==> config.mk <==
export PLATFORM = sky130hd
export DESIGN_NAME = obdp_top
export DESIGN_NICKNAME = d
export VERILOG_FILES = /design/src/hw/obdp_pkg.sv /design/src/hw/obdp_top.sv
export SDC_FILE = /design/constraint.sdc
export NUM_CORES = 1
export LEC_CHECK = 0
export BUFFER_PORTS_ARGS = -buffer_cell sky130_fd_sc_hd__buf_2
export CAP_MARGIN = 20
export CORE_ASPECT_RATIO = 0.75
export CORE_MARGIN = 2
export CORE_UTILIZATION = 41
export DETAILED_ROUTE_END_ITERATION = 10
export PLACE_DENSITY = 0.59
export SYNTH_ARGS = -nofsm -noshare
export SYNTH_HDL_FRONTEND = slang
export SYNTH_SLANG_ARGS = --single-unit
==> constraint.sdc <==
create_clock -name aclk -period 7.36 [get_ports aclk]
set_clock_uncertainty 0.05 [all_clocks]
set_input_delay 0.736 -clock aclk [delete_from_list [all_inputs] [get_ports aclk]]
set_output_delay 0.736 -clock aclk [all_outputs]
set_load 0.02 [all_outputs]
==> src/hw/obdp_pkg.sv <==
// constants, register map and pin carriers for the obd pin signalling block
package obdp_pkg;
	// clock and timing
	localparam int unsigned CLK_HZ = 40_000_000;
	localparam int unsigned XTAL_HZ = 16_000_000; // crystal rate that the system clock stands in for
	localparam int unsigned STATUS_PULSE_MS = 5;
	localparam int unsigned SLEEP_PERIOD_S = 3;
	localparam int unsigned RESTORE_HOLD_S = 5;
	localparam int unsigned RESET_MIN_NS = 2000;
	localparam logic [31:0] STATUS_PULSE_CYC = 32'(STATUS_PULSE_MS * (CLK_HZ / 1000));
	localparam logic [31:0] SLEEP_PERIOD_CYC = 32'(SLEEP_PERIOD_S * CLK_HZ);
	localparam logic [31:0] RESTORE_HOLD_CYC = 32'(RESTORE_HOLD_S * CLK_HZ);
	localparam logic [31:0] RESET_MIN_CYC = 32'((RESET_MIN_NS * (CLK_HZ / 1_000_000) + 999) / 1000);

	// register offsets (byte addresses)
	localparam logic [7:0] ADDR_CTRL = 8'h00;
	localparam logic [7:0] ADDR_LINE = 8'h04;
	localparam logic [7:0] ADDR_GP_DIR = 8'h08;
	localparam logic [7:0] ADDR_GP_OUT = 8'h0C;
	localparam logic [7:0] ADDR_GP_PULL = 8'h10;
	localparam logic [7:0] ADDR_STATUS = 8'h14;

	// ctrl fields
	localparam int CTRL_VPW = 0;
	localparam int CTRL_SLEEP_EN = 1;
	localparam int CTRL_SLEEP_POL_HI = 2;
	localparam int CTRL_PWR_POL_INV = 3;
	localparam int CTRL_SLEEP_CMD = 4;
	localparam int CTRL_IND_DIS = 5;
	localparam int CTRL_SWC_LOAD = 6;
	localparam int CTRL_SWC_MODE0 = 7;
	localparam int CTRL_SWC_MODE1 = 8;
	localparam int CTRL_HOST_ACT = 9;
	localparam int CTRL_BUS_ACT = 10;
	localparam int CTRL_W = 11;
	// line fields
	localparam int LINE_K_LOW = 0;
	localparam int LINE_L_LOW = 1;
	localparam int LINE_BP_DOM = 2;
	localparam int LINE_BM_DOM = 3;
	localparam int LINE_W = 4;
	// status fields
	localparam int STAT_ASLEEP = 0;
	localparam int STAT_K_HIGH = 1;
	localparam int STAT_PWM_DOM = 2;
	localparam int STAT_VPW_DOM = 3;
	localparam int STAT_RESTORE_ARMED = 4;
	localparam int STAT_GP_IN = 8;

	// general purpose pins; gp_out bits 4 and 5 take over the indicator pins
	localparam int NGP = 4;
	localparam int GP_HOST_BIT = 4;
	localparam int GP_BUS_BIT = 5;
	localparam int GP_W = 6;

	// reset values
	localparam logic [CTRL_W-1:0] CTRL_RST = 11'h000;
	localparam logic [LINE_W-1:0] LINE_RST = 4'h0;
	localparam logic [GP_W-1:0] GP_RST = 6'h00;

	localparam logic [1:0] RESP_OKAY = 2'h0;
	localparam logic [1:0] RESP_SLVERR = 2'h2;

	// open-drain pin: oe_n low while the pin is pulled
	typedef struct packed {
		logic out;
		logic oe_n;
	} obdp_od_s;

	typedef struct packed {
		logic out;
		logic oe_n;
		logic pull_up;
	} obdp_gp_s;

	typedef enum logic [1:0] {RS_IDLE, RS_HOLD, RS_ARMED} obdp_restore_e;
endpackage : obdp_pkg

==> src/hw/obdp_top.sv <==
// pin signalling, indicators, sleep and gpio control behind an axi4-lite slave
// How it works
// - k tx pin high pulls k-line low
// - l tx pin high pulls l-line low
// - bus+ tx high makes bus+ dominant
// - bus- tx high makes bus- low, dominant
// - supply select high for pwm, low vpw
// - status high running, sleep 5 ms per 3 s
// - host activity indicator is active low
// - shared pin: activity out, restore request in
// - power control high awake, polarity configurable
// - reset low at least 2 us resets
// - enabled sleep input, default active low
// - tool load output follows load enable
// - swc mode pins pulled low while asleep
// - gp pins reset as inputs, pull-up only inputs
// - gp outputs are open-drain, pull low only
// - indicator function wins over gp control
// - uart tx is open-drain, low only
// - timing comes from one system clock
// - restore held 5 s: defaults then soft reset
`timescale 1ns/1ps
`default_nettype none
module obdp_top #(
	parameter logic [31:0] SLEEP_PERIOD_CYC = obdp_pkg::SLEEP_PERIOD_CYC,
	parameter logic [31:0] STATUS_PULSE_CYC = obdp_pkg::STATUS_PULSE_CYC,
	parameter logic [31:0] RESTORE_HOLD_CYC = obdp_pkg::RESTORE_HOLD_CYC
) (
	input wire logic aclk,
	input wire logic aresetn,
	input wire logic awvalid,
	output logic awready,
	input wire logic [7:0] awaddr,
	input wire logic wvalid,
	output logic wready,
	input wire logic [31:0] wdata,
	input wire logic [3:0] wstrb,
	output logic bvalid,
	input wire logic bready,
	output logic [1:0] bresp,
	input wire logic arvalid,
	output logic arready,
	input wire logic [7:0] araddr,
	output logic rvalid,
	input wire logic rready,
	output logic [31:0] rdata,
	output logic [1:0] rresp,
	output logic k_tx,
	output logic l_tx,
	input wire logic k_rx,
	output logic busplus_tx,
	output logic busminus_tx,
	output logic busplus_supply_sel,
	input wire logic pwm_bus_rx,
	input wire logic vpw_bus_rx,
	output logic status_indicator,
	output logic host_activity_ind_n,
	output obdp_pkg::obdp_od_s bus_activity_ind_n,
	input wire logic settings_restore_n,
	output logic ext_power_ctl,
	input wire logic sleep_in,
	output logic swc_tool_load_en,
	output obdp_pkg::obdp_od_s swc_mode_sel0,
	output obdp_pkg::obdp_od_s swc_mode_sel1,
	output obdp_pkg::obdp_gp_s [obdp_pkg::NGP-1:0] general_purpose_pin,
	input wire logic [obdp_pkg::NGP-1:0] gp_in,
	input wire logic uart_tx_level,
	output obdp_pkg::obdp_od_s uart_tx
);

	////////////////////////////////////////////////////////////////////////////
	// state
	logic [obdp_pkg::CTRL_W-1:0] ctrl;
	logic [obdp_pkg::LINE_W-1:0] line;
	logic [obdp_pkg::GP_W-1:0] gp_dir;
	logic [obdp_pkg::GP_W-1:0] gp_out;
	logic [obdp_pkg::NGP-1:0] gp_pull;
	logic aw_hold, w_hold;
	logic [7:0] aw_addr_q;
	logic [31:0] w_data_q;
	logic [3:0] w_strb_q;
	logic asleep;
	logic [31:0] slp_cnt;
	logic [31:0] hold_cnt;
	obdp_pkg::obdp_restore_e rs_state;
	logic soft_rst;
	logic cfg_rst;

	////////////////////////////////////////////////////////////////////////////
	// axi write path: address and data taken in either order
	logic aw_take, w_take, have_aw, have_w, do_write;
	logic next_aw_hold, next_w_hold, next_bvalid;
	logic [7:0] waddr;
	logic [31:0] wval, wmask;
	logic wr_ctrl, wr_line, wr_dir, wr_out, wr_pull, wr_stat, wr_hit;
	assign aw_take = awvalid & awready;
	assign w_take = wvalid & wready;
	assign have_aw = aw_hold | aw_take;
	assign have_w = w_hold | w_take;
	assign do_write = have_aw & have_w;
	assign next_aw_hold = have_aw & ~do_write;
	assign next_w_hold = have_w & ~do_write;
	assign next_bvalid = do_write | (bvalid & ~bready);
	assign waddr = aw_take ? awaddr : aw_addr_q;
	assign wval = w_take ? wdata : w_data_q;
	assign wmask = w_take ? {{8{wstrb[3]}}, {8{wstrb[2]}}, {8{wstrb[1]}}, {8{wstrb[0]}}}
		: {{8{w_strb_q[3]}}, {8{w_strb_q[2]}}, {8{w_strb_q[1]}}, {8{w_strb_q[0]}}};

	// register decode; the status word is read-only and ignores writes
	assign wr_ctrl = do_write & (waddr == obdp_pkg::ADDR_CTRL);
	assign wr_line = do_write & (waddr == obdp_pkg::ADDR_LINE);
	assign wr_dir = do_write & (waddr == obdp_pkg::ADDR_GP_DIR);
	assign wr_out = do_write & (waddr == obdp_pkg::ADDR_GP_OUT);
	assign wr_pull = do_write & (waddr == obdp_pkg::ADDR_GP_PULL);
	assign wr_stat = do_write & (waddr == obdp_pkg::ADDR_STATUS);
	assign wr_hit = wr_ctrl | wr_line | wr_dir | wr_out | wr_pull | wr_stat;

	// byte-lane merge for each writable register
	logic [31:0] next_ctrl_w, next_line_w, next_dir_w, next_out_w, next_pull_w;
	assign next_ctrl_w = (32'(ctrl) & ~wmask) | (wval & wmask);
	assign next_line_w = (32'(line) & ~wmask) | (wval & wmask);
	assign next_dir_w = (32'(gp_dir) & ~wmask) | (wval & wmask);
	assign next_out_w = (32'(gp_out) & ~wmask) | (wval & wmask);
	assign next_pull_w = (32'(gp_pull) & ~wmask) | (wval & wmask);

	// handshake flops; readies drop while a response is owed
	always_ff @(posedge aclk) begin
		if (!aresetn) begin
			aw_hold <= 1'b0;
			w_hold <= 1'b0;
			bvalid <= 1'b0;
			awready <= 1'b0;
			wready <= 1'b0;
			bresp <= obdp_pkg::RESP_OKAY;
		end else begin
			aw_hold <= next_aw_hold;
			w_hold <= next_w_hold;
			bvalid <= next_bvalid;
			awready <= ~next_aw_hold & ~next_bvalid;
			wready <= ~next_w_hold & ~next_bvalid;
			if (do_write) begin
				bresp <= wr_hit ? obdp_pkg::RESP_OKAY : obdp_pkg::RESP_SLVERR;
			end
		end
	end

	// payload capture needs no reset
	always_ff @(posedge aclk) begin
		if (aw_take) begin
			aw_addr_q <= awaddr;
		end
		if (w_take) begin
			w_data_q <= wdata;
			w_strb_q <= wstrb;
		end
	end

	////////////////////////////////////////////////////////////////////////////
	// configuration; restore release wipes it back to defaults
	assign cfg_rst = ~aresetn | soft_rst;
	always_ff @(posedge aclk) begin
		if (cfg_rst) begin
			ctrl <= obdp_pkg::CTRL_RST;
			line <= obdp_pkg::LINE_RST;
			gp_dir <= obdp_pkg::GP_RST;
			gp_out <= obdp_pkg::GP_RST;
			gp_pull <= obdp_pkg::GP_RST[obdp_pkg::NGP-1:0];
		end else begin
			if (wr_ctrl) ctrl <= next_ctrl_w[obdp_pkg::CTRL_W-1:0];
			if (wr_line) line <= next_line_w[obdp_pkg::LINE_W-1:0];
			if (wr_dir) gp_dir <= next_dir_w[obdp_pkg::GP_W-1:0];
			if (wr_out) gp_out <= next_out_w[obdp_pkg::GP_W-1:0];
			if (wr_pull) gp_pull <= next_pull_w[obdp_pkg::NGP-1:0];
		end
	end

	////////////////////////////////////////////////////////////////////////////
	// read path
	logic ar_take, next_rvalid, rd_hit;
	logic [31:0] status_word, rd_word;
	assign ar_take = arvalid & arready;
	assign next_rvalid = ar_take | (rvalid & ~rready);
	assign status_word = {20'h0, gp_in, 3'h0,
		rs_state == obdp_pkg::RS_ARMED,
		vpw_bus_rx,
		pwm_bus_rx,
		~k_rx,
		asleep};
	assign rd_hit = (araddr == obdp_pkg::ADDR_CTRL) | (araddr == obdp_pkg::ADDR_LINE)
		| (araddr == obdp_pkg::ADDR_GP_DIR) | (araddr == obdp_pkg::ADDR_GP_OUT)
		| (araddr == obdp_pkg::ADDR_GP_PULL) | (araddr == obdp_pkg::ADDR_STATUS);
	assign rd_word = (araddr == obdp_pkg::ADDR_CTRL) ? 32'(ctrl)
		: (araddr == obdp_pkg::ADDR_LINE) ? 32'(line)
		: (araddr == obdp_pkg::ADDR_GP_DIR) ? 32'(gp_dir)
		: (araddr == obdp_pkg::ADDR_GP_OUT) ? 32'(gp_out)
		: (araddr == obdp_pkg::ADDR_GP_PULL) ? 32'(gp_pull)
		: (araddr == obdp_pkg::ADDR_STATUS) ? status_word : 32'h0000_0000;

	// one read in flight; data frozen until rready
	always_ff @(posedge aclk) begin
		if (!aresetn) begin
			rvalid <= 1'b0;
			arready <= 1'b0;
			rdata <= 32'h0000_0000;
			rresp <= obdp_pkg::RESP_OKAY;
		end else begin
			rvalid <= next_rvalid;
			arready <= ~next_rvalid;
			if (ar_take) begin
				rdata <= rd_word;
				rresp <= rd_hit ? obdp_pkg::RESP_OKAY : obdp_pkg::RESP_SLVERR;
			end
		end
	end

	////////////////////////////////////////////////////////////////////////////
	// sleep: software command or enabled pin with chosen polarity
	logic next_asleep;
	assign next_asleep = ctrl[obdp_pkg::CTRL_SLEEP_CMD] | (ctrl[obdp_pkg::CTRL_SLEEP_EN]
		& (sleep_in == ctrl[obdp_pkg::CTRL_SLEEP_POL_HI]));

	// period counter restarts on every entry so the first pulse is immediate
	logic [31:0] next_slp_cnt;
	assign next_slp_cnt = (!asleep || slp_cnt == SLEEP_PERIOD_CYC - 32'h1) ? 32'h0
		: slp_cnt + 32'h1;

	always_ff @(posedge aclk) begin
		if (!aresetn) begin
			asleep <= 1'b0;
			slp_cnt <= 32'h0;
		end else begin
			asleep <= next_asleep;
			slp_cnt <= next_slp_cnt;
		end
	end

	////////////////////////////////////////////////////////////////////////////
	// restore request: only sampled while the shared pin is released
	logic pin_released, restore_low;
	obdp_pkg::obdp_restore_e next_rs_state;
	logic [31:0] next_hold_cnt;
	assign pin_released = bus_activity_ind_n.oe_n;
	assign restore_low = pin_released & ~settings_restore_n;
	assign next_hold_cnt = !restore_low ? 32'h0
		: (hold_cnt == RESTORE_HOLD_CYC) ? hold_cnt : hold_cnt + 32'h1;

	always_comb begin
		next_rs_state = rs_state;
		case (rs_state)
			obdp_pkg::RS_IDLE: begin
				if (restore_low) next_rs_state = obdp_pkg::RS_HOLD;
			end
			obdp_pkg::RS_HOLD: begin
				if (!restore_low) next_rs_state = obdp_pkg::RS_IDLE;
				else if (hold_cnt == RESTORE_HOLD_CYC - 32'h1) next_rs_state = obdp_pkg::RS_ARMED;
			end
			obdp_pkg::RS_ARMED: begin
				// a release after the hold triggers defaults and soft reset
				if (settings_restore_n) next_rs_state = obdp_pkg::RS_IDLE;
			end
			default: next_rs_state = obdp_pkg::RS_IDLE;
		endcase
	end

	always_ff @(posedge aclk) begin
		if (!aresetn) begin
			rs_state <= obdp_pkg::RS_IDLE;
			hold_cnt <= 32'h0;
			soft_rst <= 1'b0;
		end else begin
			rs_state <= next_rs_state;
			hold_cnt <= next_hold_cnt;
			soft_rst <= (rs_state == obdp_pkg::RS_ARMED) & settings_restore_n;
		end
	end

	////////////////////////////////////////////////////////////////////////////
	// pin drive values; indicators own their pins until disabled
	logic ind_dis, bus_pull, next_status;
	assign ind_dis = ctrl[obdp_pkg::CTRL_IND_DIS];
	// the shared pin stays released while armed so the release is seen
	assign bus_pull = (rs_state == obdp_pkg::RS_IDLE) & (ind_dis
		? gp_dir[obdp_pkg::GP_BUS_BIT] & ~gp_out[obdp_pkg::GP_BUS_BIT]
		: ctrl[obdp_pkg::CTRL_BUS_ACT]);
	assign next_status = ~next_asleep | (next_slp_cnt < STATUS_PULSE_CYC);

	always_ff @(posedge aclk) begin
		if (!aresetn) begin
			k_tx <= 1'b0;
			l_tx <= 1'b0;
			busplus_tx <= 1'b0;
			busminus_tx <= 1'b0;
			busplus_supply_sel <= 1'b1;
			status_indicator <= 1'b1;
			host_activity_ind_n <= 1'b1;
			bus_activity_ind_n <= '{out: 1'b0, oe_n: 1'b1};
			ext_power_ctl <= 1'b1;
			swc_tool_load_en <= 1'b0;
			swc_mode_sel0 <= '{out: 1'b0, oe_n: 1'b1};
			swc_mode_sel1 <= '{out: 1'b0, oe_n: 1'b1};
			uart_tx <= '{out: 1'b0, oe_n: 1'b1};
		end else begin
			k_tx <= line[obdp_pkg::LINE_K_LOW];
			l_tx <= line[obdp_pkg::LINE_L_LOW];
			busplus_tx <= line[obdp_pkg::LINE_BP_DOM];
			busminus_tx <= line[obdp_pkg::LINE_BM_DOM];
			busplus_supply_sel <= ~ctrl[obdp_pkg::CTRL_VPW];
			status_indicator <= next_status;
			host_activity_ind_n <= ind_dis ? gp_out[obdp_pkg::GP_HOST_BIT]
				: ~ctrl[obdp_pkg::CTRL_HOST_ACT];
			bus_activity_ind_n <= '{out: 1'b0, oe_n: ~bus_pull};
			ext_power_ctl <= ~next_asleep ^ ctrl[obdp_pkg::CTRL_PWR_POL_INV];
			swc_tool_load_en <= ctrl[obdp_pkg::CTRL_SWC_LOAD];
			// mode pins pull low while asleep whatever the mode says
			swc_mode_sel0 <= '{out: 1'b0,
				oe_n: ~(next_asleep | ~ctrl[obdp_pkg::CTRL_SWC_MODE0])};
			swc_mode_sel1 <= '{out: 1'b0,
				oe_n: ~(next_asleep | ~ctrl[obdp_pkg::CTRL_SWC_MODE1])};
			uart_tx <= '{out: 1'b0, oe_n: uart_tx_level};
		end
	end

	////////////////////////////////////////////////////////////////////////////
	// dedicated gp pins: input with optional pull-up, or open-drain low
	genvar gi;
	generate
		for (gi = 0; gi < obdp_pkg::NGP; gi++) begin : g_gp
			always_ff @(posedge aclk) begin
				if (!aresetn) begin
					general_purpose_pin[gi] <= '{out: 1'b0, oe_n: 1'b1, pull_up: 1'b0};
				end else begin
					general_purpose_pin[gi] <= '{out: 1'b0,
						oe_n: ~(gp_dir[gi] & ~gp_out[gi]),
						pull_up: ~gp_dir[gi] & gp_pull[gi]};
				end
			end
		end
	endgenerate
endmodule : obdp_top
`default_nettype wire
==> out/qor.tcl, run 1 <==
set qor(synth.area.mux_share_pct) 8.742
set qor(most_common_cell_after_layout_fill_and_taps_aside) {dfxtp_1}
set qor(synth.yosys.seq_area_share_pct) 46.06
set qor(fmaxAchievable_mhz) 312.2
set qor(finalWirelength_um) 16530
set qor(syn2layout_area_growth_pct) 15.79
set qor(drv_slew) 0
set qor(power_per_cell_area_mw_per_mm2) 238.6
set qor(globalRoute.totalOverflow) 0
set qor(nFillCells) 1623
set qor(layout.nets) 925
set qor(postSynth.asyncResetShare_pct) 0
set qor(clock-sinks) 162
set qor(route.detailed.vias_per_inst) 5.114
set qor(grt_pass1_wl_um) 26360
set qor(min-delay-path-class) {flop to flop}
set qor(design.portCount) 139
set qor(cp.arrival_ps) 3450
set qor(initial_utilization_pct) 41.97
set qor(criticalPathCategory) {input pin to flop}
set qor(maximum_number_of_pins_on_one_net_before_global_route_repair) 33
set qor(mappedNetlistArea_sq_mm) 0.007084
set qor(detailroute.via_count) 5528
set qor(synth_edf_count) 2
set qor(finalCritPeriodShare_pct) 43.52
set qor(synth_top_area_cell) {dfxtp_1}
set qor(dieHeight_um) 117.8
set qor(synth_top_family_by_area) {simple AND/OR/NAND/NOR gates}
set qor(hpwl_reported_at_the_end_of_detailed_placement_um) 11400
set qor(drt.antenna.violating_nets) 0
set qor(setup-violations-final) 0
set qor(post_synthesis_sequential_element_count) 162
set qor(synthesis.area_per_instance_sq_um) 9.117
set qor(mostFrequentLayoutCells) {160 x dfxtp_1, 119 x nor2_1, 85 x buf_2, 44 x nand2_1}
set qor(setup_ws_ps) 4157
set qor(place.detailed.instances) 1047
set qor(clock_tree_from_tritoncts) {built}
set qor(final_period_minus_worst_setup_slack_ps) 3203
set qor(route.detailed.wl_per_inst_um) 15.29
set qor(buffers_from_clock_root_to_sink_at_most) 2
set qor(core_sq_mm) 0.01688
set qor(clkLatencyLatePin_ps) 430
set qor(critPathCaptureType) {flop}
set qor(cts.hold.buffers_added) 0
set qor(run_status) {complete, no violations}
set qor(number_of_antenna_violations_at_the_first_check_in_global_routing) 0
set qor(final_hold_viol_count) 0
set qor(post_synth_fa_ha_maj_area_fraction_pct) 0.5298
set qor(cts_root_buf) {clkbuf_16}
set qor(antenna_cells_inserted) 0
set qor(static-leakage-power_nw) 3.152
set qor(cts_htree_levels) 4
set qor(rows) 41
set qor(post-cts-setup-buffers) 0
set qor(synth_simple_gate_area_share_pct) 24.55
set qor(place_worst_setup_slack_ps) 3730
set qor(synthesis_warning_total) 0
set qor(remaining_drc_errors) 0
set qor(fin_setup_tns_ps) 0
set qor(drt_first_pass_iters) 5
set qor(start_kind) {input pin}
set qor(synthFlopType) {dfxtp_1}
set qor(synth-xor-area-share_pct) 7.418
set qor(drt_initial_violations) 448
set qor(count_of_non_filler_cells_in_the_finished_layout) 1081
set qor(critPathRequiredTime_ps) 7610
set qor(postSynthCellCount) 777
set qor(number_of_buffers_created_by_cts) 17
set qor(global_route.usage.total_pct) 18.15
set qor(maxCapViolations) 0
set qor(synth.lib_cells_used.distinct) 62
set qor(worst_slew_margin_rel_pct) 41.53
set qor(synth_top_area_share_pct) 45.21
set qor(synth.area.top_cells) {dfxtp_1 45%, nor2_1 6.3%, mux2i_1 5.5%}
set qor(gp_congestion) 0.8216
set qor(tightest_slew_ps) 874.8
set qor(post_synthesis_compound_gate_area_fraction_pct) 6.764
set qor(worstPathMaxFanout) 12
set qor(port_buffers) 85
set qor(die-width_um) 155.8
set qor(path_clk_slew_ps) 70
set qor(final_layout_size_suffix_gt1_share_pct) 18.01
set qor(vias_in_the_first_global_route) 4968
set qor(grt_setup_unrepaired) {no}
set qor(max-vdd-ir-drop_uv) 129.7
set qor(die-area_sq_mm) 0.01836
set qor(post_cts_resized) 0
## stage by stage
step                      hold WS, ps  instance area, sq um  power [mW]  util, %
after floorplan                 317.8                  7193       1.046        -
after global placement          333.9                  7567       1.076    44.84
after detailed placement        346.9                  7567       1.078    44.84
after CTS                       363.9                  8160       1.972    48.35
after global routing            394.3                  8203       2.025    48.60
final                           367.8                  8203       1.957    48.60
## report_power, final
group          switching [mW]  total [mW]  internal [mW]  leakage, nW
clock network           0.383       0.897          0.514        0.289
logic                  0.0859       0.135         0.0492         1.54
registers              0.0125       0.925          0.913         1.32
total                   0.481        1.96           1.48         3.15
## routing by layer
metal	routed length [um]	share of wire [%]	track usage, %	up-vias
met3	948	5.7	4.271	14
li1	-	-	-	2798
met4	175	1.1	5.562	0
met2	6688	40	25.06	158
met5	0	0	0	-
met1	8713	53	27.66	2558
## cell type report
cell class / count / area [sq um] / share of cell area, %
Multi-Input combinational cell: 567 / 3520 / 42.91
Tap cell: 215 / 269.0 / 3.279
Clock buffer: 18 / 439.2 / 5.354
Clock inverter: 14 / 153.9 / 1.876
Timing Repair Buffer: 93 / 513.0 / 6.254
Sequential cell: 162 / 3263 / 39.78
Inverter: 12 / 45.04 / 0.5491
## worst max-delay path, stage by stage
cell	delay, ps
buf_2	110
nand2_2	240
mux2_4	340
or4_4	580
or3_1	450
or4_1	680
mux2i_1	260
nor2_1	50
## synthesized netlist by cell type (3+ instances only)
master	number
a211oi_1	3
nor2b_1	8
o21ai_0	18
and4_1	7
nor3b_1	6
a221oi_1	3
a21oi_1	30
mux2i_1	39
a22oi_1	4
o2111ai_1	3
buf_4	33
inv_1	12
nand3b_1	7
or3_1	8
nand2_1	44
dfxtp_1	160
nand2b_1	10
and2_1	9
ha_1	3
nor3_1	27
and3_1	10
xor2_1	39
or4_1	9
nor4_1	6
nand4_1	24
mux2_2	19
nand3_1	25
clkbuf_1	27
xnor2_1	21
nor4b_1	5
nor2_1	119
## kinds of logic after synthesis
kind of cell / after synthesis
and+or+nand+nor: 338
adders and majority gates: 3
buffers and inverters: 77
other: 1
muxes: 59
xor gates and xnor gates: 60
AOI/OAI and AO/OA: 77
DFF: 162
## path summary, 6_finish.rpt
check / startpoint / endpoint / slack, ps / cells past startpoint
setup / recovery: awvalid / flop / 4160 / 8
hold / removal: flop / busplus_supply_sel / 370 / 1
setup reg to reg: slp_cnt[0] / status_indicator / 4180 / 8
hold reg to reg: flop / busplus_supply_sel / 370 / 1
Note: power is estimated with default switching activity, not from simulation.
==> inputs of run 2 (changes only) <==
--- a/config.mk
+++ b/config.mk
@@ -5,6 +5,7 @@
 export SDC_FILE = /design/constraint.sdc
 export NUM_CORES = 1
 export LEC_CHECK = 0
+export ABC_AREA = 1
 export BUFFER_PORTS_ARGS = -buffer_cell sky130_fd_sc_hd__buf_2
 export CAP_MARGIN = 20
 export CORE_ASPECT_RATIO = 0.75
==> constraint.sdc (replaced) <==
create_clock -name aclk -period 3.34 [get_ports aclk]
set_clock_uncertainty 0.05 [all_clocks]
set_input_delay 0.334 -clock aclk [delete_from_list [all_inputs] [get_ports aclk]]
set_output_delay 0.334 -clock aclk [all_outputs]
set_load 0.02 [all_outputs]
==> run 2 against run 1 <==
Effect of this change:
- clock power rose by 130%
- largest cell class unchanged
- sequential share of layout area down 3.4 points
- critical path depth increased by 5
- sequential cell count is the same
- first-iteration DRC count rose by 41%
- wire length rose by 16%
- core utilization down 0.32 points
- sequential power rose by 120%
- clock-buffer cell count unchanged
- cell count increased by 37%
- synthesized area rose by 10%
==> out/qor.tcl, run 2 <==
set qor(worst_setup_path_endpoint) {status_indicator}
set qor(final_design_area_no_fill_sq_mm) 0.008962 ;# +9.3%
set qor(start_kind) {flop}
set qor(worstPathMaxFanout) 22 ;# +10
set qor(dieHeight_um) 123.6 ;# +4.9%
set qor(yosysMostFrequentCell) {nand2_1}
set qor(maximum_number_of_pins_on_one_net_before_global_route_repair) 31 ;# -6.1%
set qor(synth_top_area_share_pct) 40.99 ;# -4.2 points
set qor(mappedNetlistArea_sq_mm) 0.007814 ;# +10%
set qor(min-delay-path-class) {input pin to flop}
set qor(die-width_um) 163.4 ;# +4.9%
set qor(path_clk_slew_ps) 70 ;# about the same
set qor(postSynth.asyncResetShare_pct) 0 ;# unchanged
set qor(port_buffers) 85 ;# unchanged
set qor(power_per_cell_area_mw_per_mm2) 494.2 ;# +110%
set qor(globalRoute.totalOverflow) 0 ;# unchanged
set qor(setup-violations-final) 0 ;# unchanged
set qor(syn2layout_area_growth_pct) 14.70
set qor(critPathRequiredTime_ps) 3650 ;# -3960 ps
set qor(detailroute.via_count) 7053 ;# +28%
set qor(synth_top_area_cell) {dfxtp_1}
set qor(reg2regPathDepth) 13 ;# +5
set qor(cts_htree_levels) 4 ;# unchanged
set qor(max_stage_delay_ps) 450 ;# -230 ps
set qor(number_of_antenna_violations_at_the_first_check_in_global_routing) 0 ;# unchanged
set qor(grt_pass1_wl_um) 31080 ;# +18%
set qor(die-area_sq_mm) 0.02019 ;# +10%
set qor(synth.lib_cells_used.distinct) 49 ;# -21%
set qor(worst_setup_path_startpoint) {slp_cnt[0]}
set qor(fin_setup_tns_ps) 0 ;# unchanged
set qor(run_status) {complete, no violations}
set qor(clock-sinks) 162 ;# unchanged
set qor(report.power.total_mw) 4.429 ;# +130%
set qor(post_synthesis_sequential_element_count) 162 ;# unchanged
set qor(finalCritPeriodShare_pct) 71.26
set qor(max-vdd-ir-drop_uv) 277.8 ;# +110%
set qor(drt.antenna.violating_nets) 0 ;# unchanged
set qor(cell_chain_of_the_critical_path) {ha_1 > inv_1 > nor2_4 > nand2_2 > nor2_1 > nand2_1 > nand2_2 > nor2_1 > nor2_1 > nand2_1 > nor2_1 > nand3_1 > nand2_1}
set qor(clock_tree_from_tritoncts) {built}
set qor(gp_congestion) 0.8879 ;# +8.1%
set qor(drt_first_pass_iters) 5 ;# unchanged
set qor(layout.nets) 1292 ;# +40%
set qor(stages_on_the_worst_setup_path) 13 ;# +5
set qor(route.detailed.wl_per_inst_um) 12.96 ;# -15%
set qor(synthFlopType) {dfxtp_1}
set qor(critPathCaptureType) {flop}
set qor(remaining_drc_errors) 0 ;# unchanged
set qor(final_hold_viol_count) 0 ;# unchanged
set qor(post-cts-setup-buffers) 0 ;# unchanged
set qor(criticalPathCategory) {flop to flop}
set qor(tightest_slew_ps) 846.4 ;# -28.38 ps
set qor(synth.area.top_cells) {dfxtp_1 41%, nand2_1 13%, nor2_1 7.8%}
set qor(fmaxAchievable_mhz) 420.2
set qor(finalWirelength_um) 19190 ;# +16%
set qor(initial_utilization_pct) 42.10 ;# +0.12 points
set qor(final_period_minus_worst_setup_slack_ps) 2380
set qor(antenna_cells_inserted) 0 ;# unchanged
set qor(maxCapViolations) 0 ;# unchanged
set qor(drt_initial_violations) 631 ;# +41%
set qor(rows) 43 ;# +4.9%
set qor(synth.yosys.seq_area_share_pct) 41.76 ;# -4.3 points
set qor(drv_slew) 0 ;# unchanged
set qor(global_route.usage.total_pct) 19.72 ;# +1.6 points
set qor(cp.arrival_ps) 2690 ;# -760 ps
set qor(mostFrequentLayoutCells) {270 x nand2_1, 162 x nor2_1, 160 x dfxtp_1, 152 x inv_1, 85 x buf_2}
set qor(list_of_most_frequent_post_synthesis_cells) {270 x nand2_1, 162 x nor2_1, 160 x dfxtp_1}
set qor(hpwl_reported_at_the_end_of_detailed_placement_um) 14420 ;# +26%
set qor(route.detailed.vias_per_inst) 4.766 ;# -6.8%
set qor(cp_top_family) {simple AND/OR/NAND/NOR gates}
set qor(cp_slowest_cell) {dfxtp_1}
set qor(postPlaceCellArea_sq_mm) 0.008343 ;# +10%
set qor(most_common_cell_after_layout_fill_and_taps_aside) {nand2_1}
set qor(postSynthCellCount) 1135 ;# +46%
set qor(worstReg2RegEnd) {status_indicator}
set qor(cts_root_buf) {clkbuf_16}
set qor(design.portCount) 139 ;# unchanged
set qor(synthesis_warning_total) 0 ;# unchanged
set qor(r2r_slack_ps) 960 ;# -3220 ps
set qor(cp.buffers_inverters) 1 ;# unchanged
set qor(post_cts_resized) 0 ;# unchanged
set qor(number_of_buffers_created_by_cts) 17 ;# unchanged
set qor(core_sq_mm) 0.01856 ;# +10%
set qor(clkLatencyLatePin_ps) 420 ;# about the same
set qor(final_layout_size_suffix_gt1_share_pct) 14.27 ;# -3.7 points
set qor(vias_in_the_first_global_route) 6331 ;# +27%
set qor(cts.hold.buffers_added) 0 ;# unchanged
set qor(grt_setup_unrepaired) {no}
set qor(critical-path-top-cell-by-count) {nor2_1}
set qor(worst_slew_margin_rel_pct) 43.51 ;# +2.0 points
set qor(critical_path.reg2reg.startpoint) {slp_cnt[0]}
set qor(static-leakage-power_nw) 3.716 ;# +18%
set qor(synthesis.area_per_instance_sq_um) 6.884 ;# -24%
set qor(synth_edf_count) 2 ;# unchanged
set qor(buffers_from_clock_root_to_sink_at_most) 2 ;# unchanged
==> run 2: per-layer routing <==
| layer | up-vias | routed length, um | global-route usage [%] |
|---|---|---|---|
| met3 | 8 | 1196 | 4.093 |
| met2 | 193 | 7776 | 28.98 |
| li1 | 3711 | - | - |
| met1 | 3141 | 10100 | 29.37 |
| met4 | 0 | 111 | 4.701 |
| met5 | - | 0 | 0 |
==> run 2: how the worst min path moves through the flow <==
stage          slack (ps)           from                  to  cells after the start
3_5_place_dp          350           flop  busplus_supply_sel                      1
5_1_grt                40  uart_tx_level          uart_tx[0]                      2
2_1_floorplan         310           flop  busplus_supply_sel                      1
3_3_place_gp          360           flop  busplus_supply_sel                      1
4_1_cts                30  uart_tx_level          uart_tx[0]                      2
6_report               50  uart_tx_level          uart_tx[0]                      2
==> run 2: where the power goes <==
group	switching (mW)	leakage [nW]	internal [mW]
clock	0.874	0.300	1.17
combinational	0.243	2.10	0.102
sequential	0.0271	1.32	2.01
total	1.14	3.72	3.29
==> run 2: worst reg2reg max path: stages, from the launching register on <==
cell and delay (ps):
dfxtp_1 450, ha_1 250, inv_1 90, nor2_4 190, nand2_2 140, nor2_1 130, nand2_1 70, nand2_2 330
nor2_1 100, nor2_1 140, nand2_1 90, nor2_1 130, nand3_1 80, nand2_1 80
==> run 2: cells by family after synthesis <==
group	count (synthesis)	synth area share [%]
and+or+nand+nor	590	33.47
buffers and inverters	211	12.03
DFF	162	41.76
AOI/OAI and AO/OA	153	10.46
xor gates and xnor gates	10	1.121
muxes	5	0.6405
adders and majority gates	3	0.4804
other	1	0.04799
==> run 2: area by class of cell <==
type                       count  area [sq um]
tap                          247         309.0
inverter                     160         603.1
clock inverter                14         168.9
sequential                   162          3263
clock buffer                  18         450.4
multi-input combinational    791          3720
timing repair buffer          88         447.9
fill                        1892          9599
==> run 2: stage by stage <==
stage               setup slack, ps  hold WS, ps  std cells  util, %
floorplan                      1535        307.9       1164        -
global placement              904.8        357.0       1448    44.95
detailed placement            850.1        347.1       1448    44.95
CTS                           924.9        32.58       1480    48.28
global route                  602.5        44.97       1480    48.28
finish                        960.0        47.30       1480    48.28
